## src/logic/jcsc_pkg.sv

```systemverilog
/*
 jcsc_pkg: register indices, field positions, reset values, mode codes and
 carrier types for the jack clamp and switch control block.
 assumes: byte address of a register is four times its index.
*/
`default_nettype none

package jcsc_pkg;

    // ----------------------------------------------------------------
    // register indices (byte address = index * 4)
    // ----------------------------------------------------------------
    localparam int           ADDR_W        = 16;
    localparam int           DATA_W        = 32;
    localparam logic [13:0]  IDX_SEQ_CTRL  = 14'h0041;
    localparam logic [13:0]  IDX_CLAMP_CTL = 14'h02c6;
    localparam logic [13:0]  IDX_GP_SWITCH = 14'h02c8;
    localparam logic [13:0]  IDX_RAW_STS_A = 14'h1886;
    localparam logic [13:0]  IDX_RAW_STS_B = 14'h1986;
    localparam logic [13:0]  IDX_DB_CTRL   = 14'h1a06;

    // ----------------------------------------------------------------
    // field positions
    // ----------------------------------------------------------------
    localparam int A_SEL_LSB    = 0;
    localparam int A_FORCE_BIT  = 4;
    localparam int B_SEL_LSB    = 6;
    localparam int B_FORCE_BIT  = 9;
    localparam int SW_A_LSB     = 0;
    localparam int SW_B_LSB     = 2;
    localparam int STS_BIT      = 4;
    localparam int DB_BIT       = 4;
    localparam int SEQ_FALL_BIT = 0;
    localparam int SEQ_RISE_BIT = 1;

    // ----------------------------------------------------------------
    // condition codes
    // ----------------------------------------------------------------
    localparam logic [3:0] A_OFF       = 4'h0;
    localparam logic [3:0] A_ON        = 4'h1;
    localparam logic [3:0] A_A_LO      = 4'h4;
    localparam logic [3:0] A_A_HI      = 4'h5;
    localparam logic [3:0] A_B_LO      = 4'h6;
    localparam logic [3:0] A_B_HI      = 4'h7;
    localparam logic [3:0] A_ALO_OR_BLO = 4'h8;
    localparam logic [3:0] A_ALO_OR_BHI = 4'h9;
    localparam logic [3:0] A_AHI_OR_BLO = 4'ha;
    localparam logic [3:0] A_AHI_OR_BHI = 4'hb;
    localparam logic [3:0] A_ALO_AND_BLO = 4'hc;
    localparam logic [3:0] A_ALO_AND_BHI = 4'hd;
    localparam logic [2:0] B_OFF       = 3'h0;
    localparam logic [2:0] B_ON        = 3'h1;
    localparam logic [2:0] B_C_LO      = 3'h2;
    localparam logic [2:0] B_C_HI      = 3'h3;
    localparam logic [1:0] SW_OPEN     = 2'h0;
    localparam logic [1:0] SW_CLOSED   = 2'h1;
    localparam logic [1:0] SW_IF_SET   = 2'h2;
    localparam logic [1:0] SW_IF_CLR   = 2'h3;

    // ----------------------------------------------------------------
    // carrier types and reset values
    // ----------------------------------------------------------------
    typedef struct packed {
        logic       b_force;
        logic [2:0] b_sel;
        logic       rsvd;
        logic       a_force;
        logic [3:0] a_sel;
    } jcsc_clamp_cfg_t;

    typedef struct packed {
        logic [1:0] b;
        logic [1:0] a;
    } jcsc_switch_cfg_t;

    localparam jcsc_clamp_cfg_t  CLAMP_RST  = 10'h210;
    localparam jcsc_switch_cfg_t SWITCH_RST = 4'h0;
    localparam logic             DB_RST     = 1'b0;
    localparam logic [1:0]       SEQ_RST    = 2'h0;
    localparam int               DB_TICKS   = 4;

endpackage

`default_nettype wire

```

## src/logic/jcsc_top.sv

```systemverilog
/*
 jcsc_top: jack clamp and general-purpose switch control with APB slave.
 assumes: APB3 master on clock; jack sense, slow clock and sleep arrive
 as asynchronous pins; outputs drive analog clamp and switch gates.
*/
// Added by the designer: the APB slave port.
// Operation
// - clamp A force bit 4, reset 1, forces clamp A on.
// - clamp A select 3:0, reset 0; 0 off, 1 on, 2-3 reserved.
// - codes 4-7: sense A low, A high, B low, B high.
// - codes 8-B: OR pairs of sense A and sense B levels.
// - code C both low, code D A low and B high.
// - switch B field 3:2, switch A field 1:0, reset 00.
// - switch code 00 open, 01 closed.
// - code 10 closed while status set, 11 closed while clear.
// - one status, mirrored at bit 4 twice, ignores forced clamps.
// - debounce enable bit 4, reset 0, debounces clamp status.
// - both clamps come up on after any reset.
// - insertion and removal visible through status bits and events.
// - on removal clamp turns on by its condition alone.
// - clamp B codes 0 off, 1 on, 2 sense C low, 3 high.
// - with debounce off, rise and fall events only when sense inputs moved status.
// - two enables, reset 0, let status edges start the sequencer.
// - debounce runs on slow clock, bypassed in sleep.
`timescale 1ns/1ps
`default_nettype none

module jcsc_top
    import jcsc_pkg::*;
#(
    parameter int DB_COUNT = DB_TICKS
) (
    input  wire logic              clock,           // 25 MHz system clock
    input  wire logic              rst_n,           // async reset, active low
    input  wire logic              psel,            // apb select
    input  wire logic              penable,         // apb enable
    input  wire logic              pwrite,          // apb direction
    input  wire logic [ADDR_W-1:0] paddr,           // apb byte address
    input  wire logic [DATA_W-1:0] pwdata,          // apb write data
    output logic      [DATA_W-1:0] prdata,          // apb read data
    output logic                   pready,          // apb ready
    output logic                   pslverr,         // apb error, unmapped
    input  wire logic              jack_sense_a,    // jack detect pin a
    input  wire logic              jack_sense_b,    // jack detect pin b
    input  wire logic              jack_sense_c,    // jack detect pin c
    input  wire logic              slow_clk_32k,    // 32 kHz clock pin
    input  wire logic              sleep_mode,      // sleep level pin
    output logic                   clamp_a_on,      // clamp a shorts pins
    output logic                   clamp_b_on,      // clamp b shorts pins
    output logic                   switch_a_closed, // switch a contacts
    output logic                   switch_b_closed, // switch b contacts
    output logic                   clamp_rise_evt,  // status rose, pulse
    output logic                   clamp_fall_evt,  // status fell, pulse
    output logic                   seq_trigger      // sequencer start pulse
);

    // ----------------------------------------------------------------
    // reset release
    // ----------------------------------------------------------------
    logic rst_meta_r;
    logic rst_sync_r;
    logic rst_n_i;

    // two-flop release of the async reset
    always_ff @(posedge clock or negedge rst_n) begin
        if (!rst_n) begin
            rst_meta_r <= 1'b0;
            rst_sync_r <= 1'b0;
        end else begin
            rst_meta_r <= 1'b1;
            rst_sync_r <= rst_meta_r;
        end
    end
    assign rst_n_i = rst_sync_r;

    // ----------------------------------------------------------------
    // pin synchronisers
    // ----------------------------------------------------------------
    logic [4:0] pins_s;
    logic       js_a;
    logic       js_b;
    logic       js_c;
    logic       clk32_s;
    logic       sleep_s;
    logic       clk32_prev_r;
    logic       tick;

    // sense, slow clock and sleep pins into the clock domain
    jcsc_sync #(.W(5)) u_sync (
        .clock (clock),
        .rst_n (rst_n_i),
        .din   ({sleep_mode, slow_clk_32k, jack_sense_c, jack_sense_b, jack_sense_a}),
        .dout  (pins_s)
    );
    assign js_a    = pins_s[0];
    assign js_b    = pins_s[1];
    assign js_c    = pins_s[2];
    assign clk32_s = pins_s[3];
    assign sleep_s = pins_s[4];

    // slow clock rising edge gives one debounce tick
    always_ff @(posedge clock or negedge rst_n_i) begin
        if (!rst_n_i) begin
            clk32_prev_r <= 1'b0;
        end else begin
            clk32_prev_r <= clk32_s;
        end
    end
    assign tick = clk32_s & ~clk32_prev_r;

    // ----------------------------------------------------------------
    // apb slave
    // ----------------------------------------------------------------
    jcsc_clamp_cfg_t  clamp_cfg_r;
    jcsc_switch_cfg_t sw_cfg_r;
    logic             db_en_r;
    logic [1:0]       seq_en_r;
    logic             status_r;
    logic [13:0]      idx;
    logic [DATA_W-1:0] rd_data;
    logic             rd_hit;
    logic             wr_go;

    assign idx   = paddr[15:2];
    assign wr_go = psel & penable & pwrite & pready & rd_hit;

    // read mux; also decides whether an address is mapped
    always_comb begin
        rd_data = '0;
        rd_hit  = 1'b1;
        case (idx)
            IDX_SEQ_CTRL:  rd_data[1:0] = seq_en_r;
            IDX_CLAMP_CTL: rd_data[9:0] = clamp_cfg_r;
            IDX_GP_SWITCH: rd_data[3:0] = sw_cfg_r;
            IDX_RAW_STS_A: rd_data[STS_BIT] = status_r;
            IDX_RAW_STS_B: rd_data[STS_BIT] = status_r;
            IDX_DB_CTRL:   rd_data[DB_BIT] = db_en_r;
            default:       rd_hit = 1'b0;
        endcase
    end

    // one wait state: ready in second access cycle with data
    always_ff @(posedge clock or negedge rst_n_i) begin
        if (!rst_n_i) begin
            pready  <= 1'b0;
            prdata  <= '0;
            pslverr <= 1'b0;
        end else begin
            pready  <= psel & penable & ~pready;
            prdata  <= (psel & penable & ~pready & ~pwrite) ? rd_data : '0;
            pslverr <= psel & penable & ~pready & ~rd_hit;
        end
    end

    // clamp control register; force bits come up set
    always_ff @(posedge clock or negedge rst_n_i) begin
        if (!rst_n_i) begin
            clamp_cfg_r <= CLAMP_RST;
        end else if (wr_go && idx == IDX_CLAMP_CTL) begin
            clamp_cfg_r      <= pwdata[9:0];
            clamp_cfg_r.rsvd <= 1'b0;
        end
    end

    // switch control register
    always_ff @(posedge clock or negedge rst_n_i) begin
        if (!rst_n_i) begin
            sw_cfg_r <= SWITCH_RST;
        end else if (wr_go && idx == IDX_GP_SWITCH) begin
            sw_cfg_r <= pwdata[3:0];
        end
    end

    // debounce and sequencer enables
    always_ff @(posedge clock or negedge rst_n_i) begin
        if (!rst_n_i) begin
            db_en_r  <= DB_RST;
            seq_en_r <= SEQ_RST;
        end else begin
            if (wr_go && idx == IDX_DB_CTRL) begin
                db_en_r <= pwdata[DB_BIT];
            end
            if (wr_go && idx == IDX_SEQ_CTRL) begin
                seq_en_r <= pwdata[1:0];
            end
        end
    end

    // ----------------------------------------------------------------
    // condition decode
    // ----------------------------------------------------------------
    logic cond_a;
    logic cond_b;
    logic status_raw;

    // clamp a condition from sense a and b
    always_comb begin
        cond_a = 1'b0;
        case (clamp_cfg_r.a_sel)
            A_ON:          cond_a = 1'b1;
            A_A_LO:        cond_a = ~js_a;
            A_A_HI:        cond_a = js_a;
            A_B_LO:        cond_a = ~js_b;
            A_B_HI:        cond_a = js_b;
            A_ALO_OR_BLO:  cond_a = ~js_a | ~js_b;
            A_ALO_OR_BHI:  cond_a = ~js_a | js_b;
            A_AHI_OR_BLO:  cond_a = js_a | ~js_b;
            A_AHI_OR_BHI:  cond_a = js_a | js_b;
            A_ALO_AND_BLO: cond_a = ~js_a & ~js_b;
            A_ALO_AND_BHI: cond_a = ~js_a & js_b;
            default:       cond_a = 1'b0;             // off, reserved
        endcase
    end

    // clamp b condition from sense c
    always_comb begin
        cond_b = 1'b0;
        case (clamp_cfg_r.b_sel)
            B_ON:    cond_b = 1'b1;
            B_C_LO:  cond_b = ~js_c;
            B_C_HI:  cond_b = js_c;
            default: cond_b = 1'b0;
        endcase
    end

    // shared status follows clamp a when it is not forced, else clamp b when it is not forced
    assign status_raw = ~clamp_cfg_r.a_force ? cond_a :
                        (~clamp_cfg_r.b_force ? cond_b : 1'b0);

    // ----------------------------------------------------------------
    // clamp and switch drive
    // ----------------------------------------------------------------
    // condition re-applies on removal with no software step
    always_ff @(posedge clock or negedge rst_n_i) begin
        if (!rst_n_i) begin
            clamp_a_on <= 1'b1;
            clamp_b_on <= 1'b1;
        end else begin
            clamp_a_on <= clamp_cfg_r.a_force | cond_a;
            clamp_b_on <= clamp_cfg_r.b_force | cond_b;
        end
    end

    function automatic logic sw_dec(input logic [1:0] m, input logic st);
        case (m)
            SW_CLOSED: sw_dec = 1'b1;
            SW_IF_SET: sw_dec = st;
            SW_IF_CLR: sw_dec = ~st;
            default:   sw_dec = 1'b0;   // open
        endcase
    endfunction

    // switch contacts from their fields and the status
    always_ff @(posedge clock or negedge rst_n_i) begin
        if (!rst_n_i) begin
            switch_a_closed <= 1'b0;
            switch_b_closed <= 1'b0;
        end else begin
            switch_a_closed <= sw_dec(sw_cfg_r.a, status_r);
            switch_b_closed <= sw_dec(sw_cfg_r.b, status_r);
        end
    end

    // ----------------------------------------------------------------
    // status debounce and edge events
    // ----------------------------------------------------------------
    logic            status_prev_r;
    jcsc_clamp_cfg_t cfg_prev_r;
    jcsc_clamp_cfg_t cfg_prev2_r;
    logic            cfg_quiet;
    logic            rise;
    logic            fall;

    // debounce is bypassed while asleep
    jcsc_debounce #(.TICKS(DB_COUNT)) u_db (
        .clock  (clock),
        .rst_n  (rst_n_i),
        .raw    (status_raw),
        .tick   (tick),
        .enable (db_en_r & ~sleep_s),
        .dout   (status_r)
    );

    // a config write marks a status change within the next two edges as software made
    always_ff @(posedge clock or negedge rst_n_i) begin
        if (!rst_n_i) begin
            status_prev_r <= 1'b0;
            cfg_prev_r    <= CLAMP_RST;
            cfg_prev2_r   <= CLAMP_RST;
        end else begin
            status_prev_r <= status_r;
            cfg_prev_r    <= clamp_cfg_r;
            cfg_prev2_r   <= cfg_prev_r;
        end
    end
    // undebounced status lags the config by one edge, so look two edges back
    assign cfg_quiet = (cfg_prev_r == clamp_cfg_r) && (cfg_prev2_r == cfg_prev_r);
    assign rise      = status_r & ~status_prev_r & cfg_quiet;
    assign fall      = ~status_r & status_prev_r & cfg_quiet;

    // event pulses and sequencer start
    always_ff @(posedge clock or negedge rst_n_i) begin
        if (!rst_n_i) begin
            clamp_rise_evt <= 1'b0;
            clamp_fall_evt <= 1'b0;
            seq_trigger    <= 1'b0;
        end else begin
            clamp_rise_evt <= rise;
            clamp_fall_evt <= fall;
            seq_trigger    <= (rise & seq_en_r[SEQ_RISE_BIT]) |
                              (fall & seq_en_r[SEQ_FALL_BIT]);
        end
    end

    // ----------------------------------------------------------------
    // assertions
    // ----------------------------------------------------------------
    property p_force_a;
        @(posedge clock) disable iff (!rst_n_i)
        clamp_cfg_r.a_force |=> clamp_a_on;
    endproperty
    a_force_a: assert property (p_force_a) else $error("forced clamp a off");

    property p_sel_off;
        @(posedge clock) disable iff (!rst_n_i)
        (!clamp_cfg_r.a_force && clamp_cfg_r.a_sel == A_OFF) |=> !clamp_a_on;
    endproperty
    a_sel_off: assert property (p_sel_off) else $error("clamp a on in off code");

    property p_single;
        @(posedge clock) disable iff (!rst_n_i)
        (!clamp_cfg_r.a_force && clamp_cfg_r.a_sel == A_B_HI) |=> (clamp_a_on == $past(js_b));
    endproperty
    a_single: assert property (p_single) else $error("single sense decode wrong");

    property p_or;
        @(posedge clock) disable iff (!rst_n_i)
        (!clamp_cfg_r.a_force && clamp_cfg_r.a_sel == A_AHI_OR_BLO)
            |=> (clamp_a_on == ($past(js_a) | ~$past(js_b)));
    endproperty
    a_or: assert property (p_or) else $error("or decode wrong");

    property p_and;
        @(posedge clock) disable iff (!rst_n_i)
        (!clamp_cfg_r.a_force && clamp_cfg_r.a_sel == A_ALO_AND_BHI)
            |=> (clamp_a_on == (~$past(js_a) & $past(js_b)));
    endproperty
    a_and: assert property (p_and) else $error("and decode wrong");

    property p_sw_follow;
        @(posedge clock) disable iff (!rst_n_i)
        (sw_cfg_r.b == SW_IF_CLR) |=> (switch_b_closed == !$past(status_r));
    endproperty
    a_sw_follow: assert property (p_sw_follow) else $error("switch b not inverse");

    property p_sw_fixed;
        @(posedge clock) disable iff (!rst_n_i)
        (sw_cfg_r.a == SW_OPEN) ##1 (sw_cfg_r.a == SW_OPEN) |-> !switch_a_closed;
    endproperty
    a_sw_fixed: assert property (p_sw_fixed) else $error("switch a not open");

    property p_forced_hidden;
        @(posedge clock) disable iff (!rst_n_i)
        (clamp_cfg_r.a_force && clamp_cfg_r.b_force && !db_en_r) [*3] |-> !status_r;
    endproperty
    a_forced_hidden: assert property (p_forced_hidden) else $error("forced clamp shown");

    property p_reserved;
        @(posedge clock) disable iff (!rst_n_i)
        (!clamp_cfg_r.a_force && clamp_cfg_r.a_sel inside {4'h2, 4'h3, 4'he, 4'hf})
            |=> !clamp_a_on;
    endproperty
    a_reserved: assert property (p_reserved) else $error("reserved code drives clamp");

    property p_rise_cause;
        @(posedge clock) disable iff (!rst_n_i)
        clamp_rise_evt |-> ($past(status_r) && !$past(status_prev_r));
    endproperty
    a_rise_cause: assert property (p_rise_cause) else $error("rise event without edge");

    property p_seq_gate;
        @(posedge clock) disable iff (!rst_n_i)
        (seq_en_r == 2'h0) [*2] |-> !seq_trigger;
    endproperty
    a_seq_gate: assert property (p_seq_gate) else $error("sequencer started disabled");

    property p_apb_ready;
        @(posedge clock) disable iff (!rst_n_i)
        (psel && penable && !pready) |=> pready;
    endproperty
    a_apb_ready: assert property (p_apb_ready) else $error("apb ready late");

    c_rise:  cover property (@(posedge clock) disable iff (!rst_n_i) clamp_rise_evt);
    c_fall:  cover property (@(posedge clock) disable iff (!rst_n_i) clamp_fall_evt);
    c_seq:   cover property (@(posedge clock) disable iff (!rst_n_i) seq_trigger);
    c_sw_op: cover property (@(posedge clock) disable iff (!rst_n_i)
                 switch_a_closed ##1 !switch_a_closed);

endmodule

`default_nettype wire

```

## src/logic/jcsc_sync.sv

```systemverilog
/*
 jcsc_sync: three-stage input synchroniser per bit; the output follows
 once the second and third stages agree.
 assumes: inputs are asynchronous to clock.
*/
`timescale 1ns/1ps
`default_nettype none

module jcsc_sync #(
    parameter int W = 1
) (
    input  wire logic         clock,   // system clock
    input  wire logic         rst_n,   // synced reset, active low
    input  wire logic [W-1:0] din,     // asynchronous inputs
    output logic      [W-1:0] dout     // synchronised, agreed level
);

    logic [W-1:0] s1_r;
    logic [W-1:0] s2_r;
    logic [W-1:0] s3_r;

    // shift chain; stage 1 feeds only stage 2
    always_ff @(posedge clock or negedge rst_n) begin
        if (!rst_n) begin
            s1_r <= '0;
            s2_r <= '0;
            s3_r <= '0;
        end else begin
            s1_r <= din;
            s2_r <= s1_r;
            s3_r <= s2_r;
        end
    end

    // accept a bit only when the two late stages agree
    always_ff @(posedge clock or negedge rst_n) begin
        if (!rst_n) begin
            dout <= '0;
        end else begin
            dout <= (s3_r & ~(s2_r ^ s3_r)) | (dout & (s2_r ^ s3_r));
        end
    end

endmodule

`default_nettype wire

```

## src/logic/jcsc_debounce.sv

```systemverilog
/*
 jcsc_debounce: passes a level straight through when disabled, otherwise
 moves only after it has held steady for TICKS slow-clock ticks.
 assumes: tick is a one-cycle pulse on the system clock.
*/
`timescale 1ns/1ps
`default_nettype none

module jcsc_debounce #(
    parameter int TICKS = 4
) (
    input  wire logic clock,   // system clock
    input  wire logic rst_n,   // synced reset, active low
    input  wire logic raw,     // undebounced level
    input  wire logic tick,    // slow clock tick pulse
    input  wire logic enable,  // debounce on
    output logic      dout     // debounced level
);

    logic [7:0] cnt_r;

    // settle counter restarts whenever input matches output
    always_ff @(posedge clock or negedge rst_n) begin
        if (!rst_n) begin
            cnt_r <= 8'h00;
            dout  <= 1'b0;
        end else if (!enable || raw == dout) begin
            cnt_r <= 8'h00;
            dout  <= raw;
        end else if (tick) begin
            if (cnt_r == 8'(TICKS - 1)) begin
                cnt_r <= 8'h00;
                dout  <= raw;
            end else begin
                cnt_r <= cnt_r + 8'h01;
            end
        end
    end

endmodule

`default_nettype wire

```

## config.mk

```make
export PLATFORM = sky130hd
export DESIGN_NAME = jcsc_top
export DESIGN_NICKNAME = d
export VERILOG_FILES = /design/src/logic/jcsc_pkg.sv /design/src/logic/jcsc_top.sv /design/src/logic/jcsc_sync.sv /design/src/logic/jcsc_debounce.sv
export SDC_FILE = /design/constraint.sdc
export NUM_CORES = 1
export LEC_CHECK = 0
export ABC_AREA = 1
export BUFFER_PORTS_ARGS = -buffer_cell sky130_fd_sc_hd__clkbuf_2
export CORE_ASPECT_RATIO = 1.25
export CORE_UTILIZATION = 57
export DETAILED_ROUTE_END_ITERATION = 12
export PLACE_DENSITY = 0.85
export SYNTH_ARGS = -nofsm -noshare
export SYNTH_HDL_FRONTEND = slang
export SYNTH_SLANG_ARGS = --single-unit
export TNS_END_PERCENT = 20
```

## constraint.sdc

```tcl
create_clock -name clock -period 4.8 [get_ports clock]
set_clock_uncertainty 0.15 [all_clocks]
set_input_delay 0.96 -clock clock [delete_from_list [all_inputs] [get_ports clock]]
set_output_delay 0.96 -clock clock [all_outputs]
set_load 0.01 [all_outputs]
```

# == After elaboration in Yosys (flattened, before gate mapping) ==
# Index checks and enable logic that the tools add are counted.
# totals
out_inout_bits,41
wordCells,136
regBits,86
in_bits,58
# classes
addsub,1
bitwise,39
reduce_logical,12
muxes,18
n_eq_ne,30
# op_table
cell,n
$eq 14x13->1 const B,3
$eq 14x10->1 const B,2
$eq 4x4->1 const B,6
$mux 8,3
$eq 9x9->1,2
$and 1x1->1,17
$eq 4x3->1 const B,4
$eq 14x7->1 const B,1
$pmux 1 s3,4
$pmux 1 s11,1
$and 5x5->5,2
$mux 10,1
$not 1->1,10
$add 8x1->8 const B,1
$eq 2x2->1 const B,4
$eq 8x2->1 const B,1
$or 1x1->1,7
$eq 3x2->1 const B,2
$mux 1,6
$pmux 2 s3,1
$reduce_or 6->1,1
$logic_and 1x1->1,5
$mux 5,1
$not 5->5,1
12 further kinds,14

# == Depth between registers and ports, before layout ==
# Gate-level depths: netlist (run 1).
# logic_depth
ltp_word,8
mapped_depth,14
ltp_nobuf,12

# == By module ==
# From an unflattened synthesis (run 1), not the netlist that was laid out.
# hier_totals
cells_unflattened,417
area_unflattened_um2,3828.7
# by_module_without_submodules
module,area_each_um2,cells_each,instances
jcsc_top,2687.6,296,1
jcsc_sync,581.8,40,1
jcsc_debounce,559.3,81,1

# == Worst setup path after synthesis (run 1) ==
# No wires, ideal clock.
# synth_timing
kind,input to register
start,in paddr[7]
end,reg clamp_cfg_r[0] (netlist bit)
cell_stages,10
setup_time_ns,0.117
arrival_ns,1.974
slack_ns,2.558
path_cell_list,nor2_1 nand3_1 nor2_1 nand2_1 nand2_1 nor2_1 nand2_2 nand3_2 nand2_1 nand2_1
# synth_via
elab_chain_cells,5
# synth_rtl
item,line,text
from (decl),jcsc_top.sv:38,"input wire logic [ADDR_W-1:0] paddr,"
$eq 14x10->1 (tied with other cells),"jcsc_top.sv:131, jcsc_top.sv:159",
$reduce_or 6->1 (no source line),-,
$mux 1,jcsc_top.sv:131,case (idx)
$and 1x1->1,jcsc_top.sv:125,assign wr_go = psel & penable & pwrite & pready & rd_hit;
$logic_and 1x1->1 *,jcsc_top.sv:159,end else if (wr_go && idx == IDX_CLAMP_CTL) begin
to (signal assigned),jcsc_top.sv:160,clamp_cfg_r <= pwdata[9:0];
to (decl),jcsc_top.sv:114,jcsc_clamp_cfg_t clamp_cfg_r;
# Every way passes the cells marked *; elsewhere a longest branch is shown, timed or not.
# A chain may end at the register's enable or synchronous reset.

# == Worst setup path in the final report (run 1) ==
# Ends and elaborated chain as after synthesis.

==> tab_implementation.tex, run 1 <==
\begin{tabular}{lr}
\hline
Metric & Value \\
\hline
\multicolumn{2}{l}{\textbf{Clock tree}} \\
\quad Maximum clock path buffer count & 2 \\
\quad Post-CTS Hold Buffers & 0 \\
\quad Level count of the clock H-tree & 3 \\
\quad Post-CTS setup buffers & 0 \\
\quad CTS tree & done \\
\quad Clock latency reported for the late side of the worst-skew pair & 0.34 ns \\
\quad Clock tree root driver cell & sky130\_fd\_sc\_hd\_\_clkbuf\_8 \\
\quad Inserted Clock Buffers & 9 \\
\quad CTS clk-pin slew, worst paths & 0.07 ns \\
\quad Resized Gates After CTS & 0 \\
\quad Total clock sinks & 85 \\
\multicolumn{2}{l}{\textbf{STA}} \\
\quad Worst hold margin & 0.201 ns \\
\quad Fmax & 378 MHz \\
\quad Final worst slack & 2.16 ns \\
\quad Pin slew with the least headroom to its limit & 1.00 ns \\
\quad Setup tns final & 0 ns \\
\quad Post-route fraction of the period consumed by the critical path & 0.551 \\
\quad Pins over their slew limit & 0 \\
\quad Setup repair after global routing missed its margin & no \\
\quad Worst slew margin relative to its limit & 0.332 \\
\quad Final Setup Violations & 0 \\
\quad Crit path time final & 2.64 ns \\
\quad Final hold violations & 0 \\
\multicolumn{2}{l}{\textbf{Min path}} \\
\quad Hold crit path type & flop to flop \\
\multicolumn{2}{l}{\textbf{Logic synthesis}} \\
\quad Portion of synthesized cell area occupied by the leading cell type & 0.499 \\
\quad Syn\_area\_per\_cell & 9.81 sq um \\
\quad Count of flip-flops with a built-in enable after synthesis & 0 \\
\quad Cell type contributing the most total cell area after synthesis & sky130\_fd\_sc\_hd\_\_dfrtp\_1 \\
\quad Most used standard cells in the synthesized netlist & sky130\_fd\_sc\_hd\_\_nand2\_1, sky130\_fd\_sc\_hd\_\_dfrtp\_1, sky130\_fd\_sc\_hd\_\_nor2\_1 \\
\quad Count leader, synth & sky130\_fd\_sc\_hd\_\_nand2\_1 \\
\quad Flops \& latches, synth & 85 \\
\quad Most frequently used flop master after synthesis & sky130\_fd\_sc\_hd\_\_dfrtp\_1 \\
\quad Area of the mapped netlist & 3860 sq um \\
\quad Proportion of synthesized flip-flops having asynchronous set or reset & 1.00 \\
\quad Netlist cell types & 39 \\
\quad Synth Instances & 394 \\
\quad Synth warnings & 0 \\
\quad Sequential share of the synthesized area & 0.553 \\
\quad Largest cells by area after synthesis & sky130\_fd\_sc\_hd\_\_dfrtp\_1, sky130\_fd\_sc\_hd\_\_nand2\_1, sky130\_fd\_sc\_hd\_\_dfstp\_2 \\
\multicolumn{2}{l}{\textbf{Global routing}} \\
\quad Met3 Track Usage GR & 0.0515 \\
\quad Met1 usage in global routing & 0.299 \\
\quad Wire length of the first global-routing pass & 12.0 mm \\
\quad Pin count of the biggest net entering global routing & 84 \\
\quad Global-route usage over all layers & 0.228 \\
\quad Overall overflow remaining after global route & 0 \\
\quad Via count of the first global-routing pass & 2631 \\
\quad Most heavily used metal layer in global routing & met2 \\
\quad Number of antenna violations at the first check in global routing & 0 \\
\quad GR Layer Usage met2 & 0.360 \\
\multicolumn{2}{l}{\textbf{Pwr}} \\
\quad Power share of the combinational group & 0.041 \\
\quad Ratio of total power to cell area & 297 nW/um\^{}2 \\
\quad Leakage power of the design & 2.24 nW \\
\quad Reported net switching power & 0.280 mW \\
\quad Sequential Power Share & 0.592 \\
\quad Worst vdd ir & 0.000228 V \\
\quad Sum of internal, switching and leakage power & 1.27 mW \\
\quad Internal Power & 0.986 mW \\
\quad Clock power frac & 0.367 \\
\quad Switching power share of the total & 0.221 \\
\multicolumn{2}{l}{\textbf{Die}} \\
\quad Die Outline Area & 7110 sq um \\
\quad Initial core utilization & 0.589 \\
\quad Boundary Pins & 99 \\
\quad \# rows & 33 \\
\quad Die width & 75.6 um \\
\quad Height of the chip & 94.1 um \\
\quad Area of the placeable core & 6570 sq um \\
\multicolumn{2}{l}{\textbf{Setup path}} \\
\quad Most prevalent standard cell on the critical path & sky130\_fd\_sc\_hd\_\_nand2\_1 \\
\quad Largest fanout on the critical path & 19 \\
\quad Worst-path cell with the longest stage delay & sky130\_fd\_sc\_hd\_\_nand2\_2 \\
\quad Worst-path cell chain & clkbuf\_2 -> nor2\_1 -> nand3\_1 -> nor2\_1 -> nand2\_1 -> nand2\_1 -> nor2\_1 -> nand2\_2 -> nand3\_2 -> nand2\_1 -> nand2\_1 \\
\quad Critical path startpoint category & input pin \\
\quad Max stage delay on crit path & 0.31 ns \\
\quad Required arrival time at the worst endpoint & 4.88 ns \\
\quad Setup CP Type & input pin to flop \\
\quad Type of element capturing the critical path & flop \\
\quad Critical Path AT & 2.72 ns \\
\multicolumn{2}{l}{\textbf{Routing}} \\
\quad DRT Wirelength & 7.16 mm \\
\quad Vias per cell & 5.18 \\
\quad Post-route ant nets & 0 \\
\quad Via count & 2789 \\
\quad Mean routed wirelength per cell & 13.3 um \\
\quad Detailed Routing Iterations Pass 1 & 4 \\
\quad DRC marker count from the first detailed-route iteration & 233 \\
\quad Total DRC errors in the routed layout & 0 \\
\multicolumn{2}{l}{\textbf{Layout}} \\
\quad Final Net Count & 506 \\
\quad Antenna Cells & 0 \\
\quad Count of filler cells inserted in the layout & 527 \\
\quad Layout Cell Area excl Fill & 4260 sq um \\
\quad Share of cells above drive strength 1 & 0.220 \\
\quad Syn-to-layout area delta & 10.3\% \\
\multicolumn{2}{l}{\textbf{Run}} \\
\quad Max\_cap viols & 0 \\
\multicolumn{2}{l}{\textbf{Placed design}} \\
\quad Port bufs & 50 \\
\quad Area after DPL & 4090 sq um \\
\quad Post-detail-place hpwl & 4.94 mm \\
\quad Weighted congestion at the end of routability-driven global placement & 0.859 \\
\quad Setup slack after placement & 1.85 ns \\
\multicolumn{2}{l}{\textbf{Status}} \\
\quad Result of the run & finished, final reports clean \\
\hline
\end{tabular}
[registers in the layout (all words and copies together), names as in the netlist, 2 cells and up, named ones only]
name,cells
cfg_prev2_r,9
cfg_prev_r,9
clamp_cfg_r,9
prdata,9
u_db.cnt_r,8
u_sync.s1_r,5
u_sync.s2_r,5
u_sync.s3_r,5
sw_cfg_r,4
seq_en_r,2
[per-layer routing]
layer / share of wire / wire (um) / up-vias
li1: - / - / 1329
met1: 0.41 / 2920 / 1346
met2: 0.52 / 3740 / 101
met3: 0.055 / 397 / 13
met4: 0.014 / 98 / 0
met5: 0 / 0 / -
[final cells by class]
class,instances,area (sq um),area share
Inverter,38,145,0.0341
Multi-Input combinational cell,262,1430,0.337
Clock inverter,2,35.0,0.00822
Tap cell,87,109,0.0256
Timing Repair Buffer,51,258,0.0605
Sequential cell,85,2140,0.502
Clock buffer,13,139,0.0326
[cells by family (layout without fill, tap and decap cells)]
kind of cell / after synthesis / after routing / share of synthesized area
and+or+nand+nor: 193 / 193 / 0.253
xor gates and xnor gates: 24 / 24 / 0.0544
buffers and inverters: 69 / 104 / 0.0971
DFF: 85 / 85 / 0.553
AOI/OAI and AO/OA: 15 / 15 / 0.0246
other: 2 / 24 / 0.00194
adders and majority gates: 6 / 6 / 0.0162
[layout by cell type, fill, tap and decap left out, types with 2 or more instances in the layout]
cell type and count:
sky130_fd_sc_hd__nand2_1 78, sky130_fd_sc_hd__dfrtp_1 76, sky130_fd_sc_hd__clkbuf_2 50, sky130_fd_sc_hd__nor2_1 31
sky130_fd_sc_hd__inv_1 29, sky130_fd_sc_hd__nand3_1 24, sky130_fd_sc_hd__conb_1 24, sky130_fd_sc_hd__nand4_1 23
sky130_fd_sc_hd__xor2_1 16, sky130_fd_sc_hd__clkbuf_8 9, sky130_fd_sc_hd__xnor2_1 8, sky130_fd_sc_hd__dfstp_2 8
sky130_fd_sc_hd__inv_2 7, sky130_fd_sc_hd__nor3_1 7, sky130_fd_sc_hd__nand3b_1 6, sky130_fd_sc_hd__o21ai_0 5
sky130_fd_sc_hd__a21oi_1 5, sky130_fd_sc_hd__nand2_2 5, sky130_fd_sc_hd__nand3_2 5, sky130_fd_sc_hd__maj3_1 5
sky130_fd_sc_hd__clkbuf_1 4, sky130_fd_sc_hd__nor3b_1 3, sky130_fd_sc_hd__nand2_4 3, sky130_fd_sc_hd__nor4_1 2
sky130_fd_sc_hd__nor2_2 2
[worst max-delay path: cells and delay by family]
family,cells,cell delay (ns)
buffers and inverters,1,0.08
and+or+nand+nor,10,1.68
[power groups by stage]
stage / clock network (mW) / registers [mW] / logic [mW]
after CTS: 0.472 / 0.750 / 0.0514
after global placement: 0 / 0.763 / 0.0491
after detailed placement: 0 / 0.764 / 0.0511
after global routing: 0.503 / 0.753 / 0.0581
final: 0.464 / 0.749 / 0.0517
after floorplan: 0 / 0.758 / 0.0430
[metrics by stage]
stage | instances | util
detailed placement | 523 | 0.622
global route | 538 | 0.649
global placement | 523 | 0.622
CTS | 538 | 0.649
finish | 538 | 0.649
floorplan | 416 | -
[final timing paths]
| check | slack [ns] | cells past startpoint | endpoint | start |
|---|---|---|---|---|
| max in group asynchronous | 3.51 | 0 | u_sync.s1_r[3] | rst_n_i |
| hold / removal | 0.20 | 0 | u_sync.s2_r[0] | u_sync.s1_r[0] |
| setup reg to reg | 2.87 | 5 | clamp_cfg_r[0] | pready |
| hold reg to reg | 0.20 | 0 | u_sync.s2_r[0] | u_sync.s1_r[0] |
| setup / recovery | 2.16 | 11 | clamp_cfg_r[0] | paddr[7] |
| min in group asynchronous | 0.24 | 1 | rst_n_i | rst_n |
No activity file was read; power rests on OpenSTA's default activity.
==> inputs of run 2 (changes only) <==
--- a/config.mk
+++ b/config.mk
@@ -8,9 +8,9 @@
 export ABC_AREA = 1
 export BUFFER_PORTS_ARGS = -buffer_cell sky130_fd_sc_hd__clkbuf_2
 export CORE_ASPECT_RATIO = 1.25
-export CORE_UTILIZATION = 57
+export CORE_UTILIZATION = 53
 export DETAILED_ROUTE_END_ITERATION = 12
-export PLACE_DENSITY = 0.85
+export PLACE_DENSITY = 0.8
 export SYNTH_ARGS = -nofsm -noshare
 export SYNTH_HDL_FRONTEND = slang
 export SYNTH_SLANG_ARGS = --single-unit
==> constraint.sdc (replaced) <==
create_clock -name clock -period 2.7 [get_ports clock]
set_clock_uncertainty 0.15 [all_clocks]
set_input_delay 0.54 -clock clock [delete_from_list [all_inputs] [get_ports clock]]
set_output_delay 0.54 -clock clock [all_outputs]
set_load 0.01 [all_outputs]
==> run 2 against run 1 <==
Compared with the run above:
- clock power up 97%
- critical path depth did not move
- via count hardly changed
- sequential power is 75% higher
- worst hold slack got worse by 0.19 ns
- critical path type unchanged
- largest cell class unchanged
- highest routed layer unchanged
==> tab_implementation.tex, run 2 (synthesis results as in run 1) <==
\begin{tabular}{lr}
\hline
Metric & Value \\
\hline
\multicolumn{2}{l}{\textbf{Status}} \\
\quad Result of the run & finished, final reports clean (unchanged) \\
\multicolumn{2}{l}{\textbf{Clock tree}} \\
\quad Inserted Clock Buffers & 9 (unchanged) \\
\quad Maximum clock path buffer count & 2 (unchanged) \\
\quad Clock latency reported for the late side of the worst-skew pair & 0.36 ns (was 0.34 ns) \\
\quad CTS clk-pin slew, worst paths & 0.09 ns (was 0.07 ns) \\
\quad CTS tree & done (unchanged) \\
\quad Post-CTS setup buffers & 0 (unchanged) \\
\quad Level count of the clock H-tree & 3 (unchanged) \\
\quad Total clock sinks & 85 (unchanged) \\
\quad Clock tree root driver cell & sky130\_fd\_sc\_hd\_\_clkbuf\_8 (unchanged) \\
\multicolumn{2}{l}{\textbf{Setup path}} \\
\quad Type of element capturing the critical path & flop (unchanged) \\
\quad Required arrival time at the worst endpoint & 2.80 ns (was 4.88 ns) \\
\quad Largest fanout on the critical path & 9 (was 19) \\
\quad Critical Path AT & 2.01 ns (was 2.72 ns) \\
\quad Setup CP Type & input pin to flop (unchanged) \\
\quad Critical path startpoint category & input pin (unchanged) \\
\multicolumn{2}{l}{\textbf{Die}} \\
\quad Initial core utilization & 0.550 (was 0.589) \\
\quad Die Outline Area & 7640 sq um (was 7110 sq um) \\
\quad Boundary Pins & 99 (unchanged) \\
\quad Die width & 78.4 um (was 75.6 um) \\
\quad Height of the chip & 97.5 um (was 94.1 um) \\
\quad \# rows & 34 (was 33) \\
\quad Area of the placeable core & 7020 sq um (was 6570 sq um) \\
\multicolumn{2}{l}{\textbf{Layout}} \\
\quad Reg area & 2140 sq um (unchanged) \\
\quad Antenna Cells & 0 (unchanged) \\
\quad Final Net Count & 511 (was 506) \\
\quad Syn-to-layout area delta & 12.6\% (was 10.3\%) \\
\quad Multi-input gate area & 1430 sq um (unchanged) \\
\quad Count of filler cells inserted in the layout & 593 (was 527) \\
\quad Most common cell after layout, fill and taps aside & sky130\_fd\_sc\_hd\_\_nand2\_1 (unchanged) \\
\quad Commonest non-fill, non-tap cells in the layout & sky130\_fd\_sc\_hd\_\_nand2\_1, sky130\_fd\_sc\_hd\_\_dfrtp\_1, sky130\_fd\_sc\_hd\_\_clkbuf\_2, sky130\_fd\_sc\_hd\_\_nor2\_1, sky130\_fd\_sc\_hd\_\_inv\_1 (unchanged) \\
\quad Number of standard cells in the final layout excluding fillers & 547 (was 538) \\
\quad Share of cells above drive strength 1 & 0.236 (was 0.220) \\
\multicolumn{2}{l}{\textbf{Pwr}} \\
\quad Leakage power of the design & 2.28 nW (was 2.24 nW) \\
\quad Ratio of total power to cell area & 538 nW/um\^{}2 (was 297 nW/um\^{}2) \\
\quad Worst vdd ir & 0.000539 V (was 0.000228 V) \\
\multicolumn{2}{l}{\textbf{Placed design}} \\
\quad Weighted congestion at the end of routability-driven global placement & 0.797 (was 0.859) \\
\quad Number of cells in the design after placement & 530 (was 523) \\
\quad Setup slack after placement & 0.414 ns (was 1.85 ns) \\
\quad Port bufs & 50 (unchanged) \\
\quad Post-detail-place hpwl & 5.15 mm (was 4.94 mm) \\
\multicolumn{2}{l}{\textbf{Run}} \\
\quad Max\_cap viols & 0 (unchanged) \\
\multicolumn{2}{l}{\textbf{Routing}} \\
\quad Via count & 2791 (was 2789) \\
\quad Detailed Routing Iterations Pass 1 & 4 (unchanged) \\
\quad Total DRC errors in the routed layout & 0 (unchanged) \\
\quad Mean routed wirelength per cell & 12.9 um (was 13.3 um) \\
\quad Post-route ant nets & 0 (unchanged) \\
\quad DRT Wirelength & 7.06 mm (was 7.16 mm) \\
\quad Vias per cell & 5.10 (was 5.18) \\
\quad DRC marker count from the first detailed-route iteration & 91 (was 233) \\
\multicolumn{2}{l}{\textbf{Global routing}} \\
\quad GR Layer Usage met2 & 0.343 (was 0.360) \\
\quad Pin count of the biggest net entering global routing & 75 (was 84) \\
\quad Wire length of the first global-routing pass & 12.1 mm (was 12.0 mm) \\
\quad Met1 usage in global routing & 0.246 (was 0.299) \\
\quad Most heavily used metal layer in global routing & met2 (unchanged) \\
\quad Met3 Track Usage GR & 0.0404 (was 0.0515) \\
\quad Number of antenna violations at the first check in global routing & 0 (unchanged) \\
\quad Overall overflow remaining after global route & 0 (unchanged) \\
\quad Global-route usage over all layers & 0.205 (was 0.228) \\
\quad Via count of the first global-routing pass & 2716 (was 2631) \\
\multicolumn{2}{l}{\textbf{STA}} \\
\quad Final Setup Violations & 0 (unchanged) \\
\quad Worst slew margin relative to its limit & 0.588 (was 0.332) \\
\quad Crit path time final & 1.91 ns \\
\quad Setup tns final & 0 ns (unchanged) \\
\quad Post-route fraction of the period consumed by the critical path & 0.706 \\
\quad Worst hold margin & 0.00602 ns (was 0.201 ns) \\
\quad Setup repair after global routing missed its margin & no (unchanged) \\
\quad Pin slew with the least headroom to its limit & 0.616 ns (was 1.00 ns) \\
\quad Pins over their slew limit & 0 (unchanged) \\
\quad Final worst slack & 0.794 ns (was 2.16 ns) \\
\quad Final hold violations & 0 (unchanged) \\
\quad Fmax & 525 MHz \\
\multicolumn{2}{l}{\textbf{Min path}} \\
\quad Hold crit path type & flop to async pin (was flop to flop) \\
\hline
\end{tabular}
==> run 2: cell types whose count changed in the layout (fill, tap and decap cells not counted), sizes merged <==
cell	previous run	this run
buf	1	5
dlygate4sd3	0	1
inv	37	39
clkinv	2	5
clkbuf	63	59
==> run 2: metal layers <==
layer	wire, um	vias up
li1	-	1351
met1	2960	1310
met2	3530	107
met3	326	23
met4	245	0
met5	0	-
==> run 2: worst max-delay path: stages <==
cell and delay (ns):
sky130_fd_sc_hd__clkbuf_2 0.08, sky130_fd_sc_hd__nor2_1 0.18, sky130_fd_sc_hd__nand3_1 0.12, sky130_fd_sc_hd__nor2_1 0.13, sky130_fd_sc_hd__nand2_1 0.22, sky130_fd_sc_hd__nand2_1 0.16, sky130_fd_sc_hd__nor2_1 0.06, sky130_fd_sc_hd__nand2_2 0.14
sky130_fd_sc_hd__nand3_2 0.21, sky130_fd_sc_hd__nand2_1 0.12, sky130_fd_sc_hd__nand2_1 0.06
==> run 2: power by group <==
part	total (mW)	switching (mW)	internal, mW	leakage, nW
sequential	1.31	0.0159	1.30	1.10
combinational	0.116	0.0793	0.0363	1.08
clock	0.912	0.472	0.440	0.104
total	2.34	0.567	1.77	2.28
==> run 2: area by class of cell <==
cell class | count | share of cell area
Inverter | 38 | 0.0334
Clock inverter | 7 | 0.0190
Timing Repair Buffer | 56 | 0.0713
Multi-Input combinational cell | 262 | 0.330
Clock buffer | 9 | 0.0285
Sequential cell | 85 | 0.492
Tap cell | 90 | 0.0259
==> run 2: metrics by stage <==
step | util | cell area (sq um) | power [mW]
after global placement | 0.589 | 4130 | 1.45
after floorplan | - | 3950 | 1.42
final | 0.620 | 4350 | 2.34
after global routing | 0.620 | 4350 | 2.42
after CTS | 0.620 | 4350 | 2.36
after detailed placement | 0.589 | 4130 | 1.45
==> run 2: path summary, 6_finish.rpt <==
path,endpoint,slack (ns),startpoint,depth (start not counted)
min in group clock,u_sync.s1_r[2],0.13,jack_sense_c,1
max reg2reg,u_db.cnt_r[6],0.83,clamp_cfg_r[3],12
max,clamp_cfg_r[8],0.79,paddr[7],11
min,switch_b_closed,0.006,rst_n_i,0
min reg2reg,switch_b_closed,0.006,rst_n_i,0
max in group asynchronous,clamp_a_on,1.75,rst_n_i,1
==> run 2: timing repair <==
action                                 CTS  global route
gates resized for setup                  0             0
hold buffers                             1             0
endpoints found under the hold margin    2             0
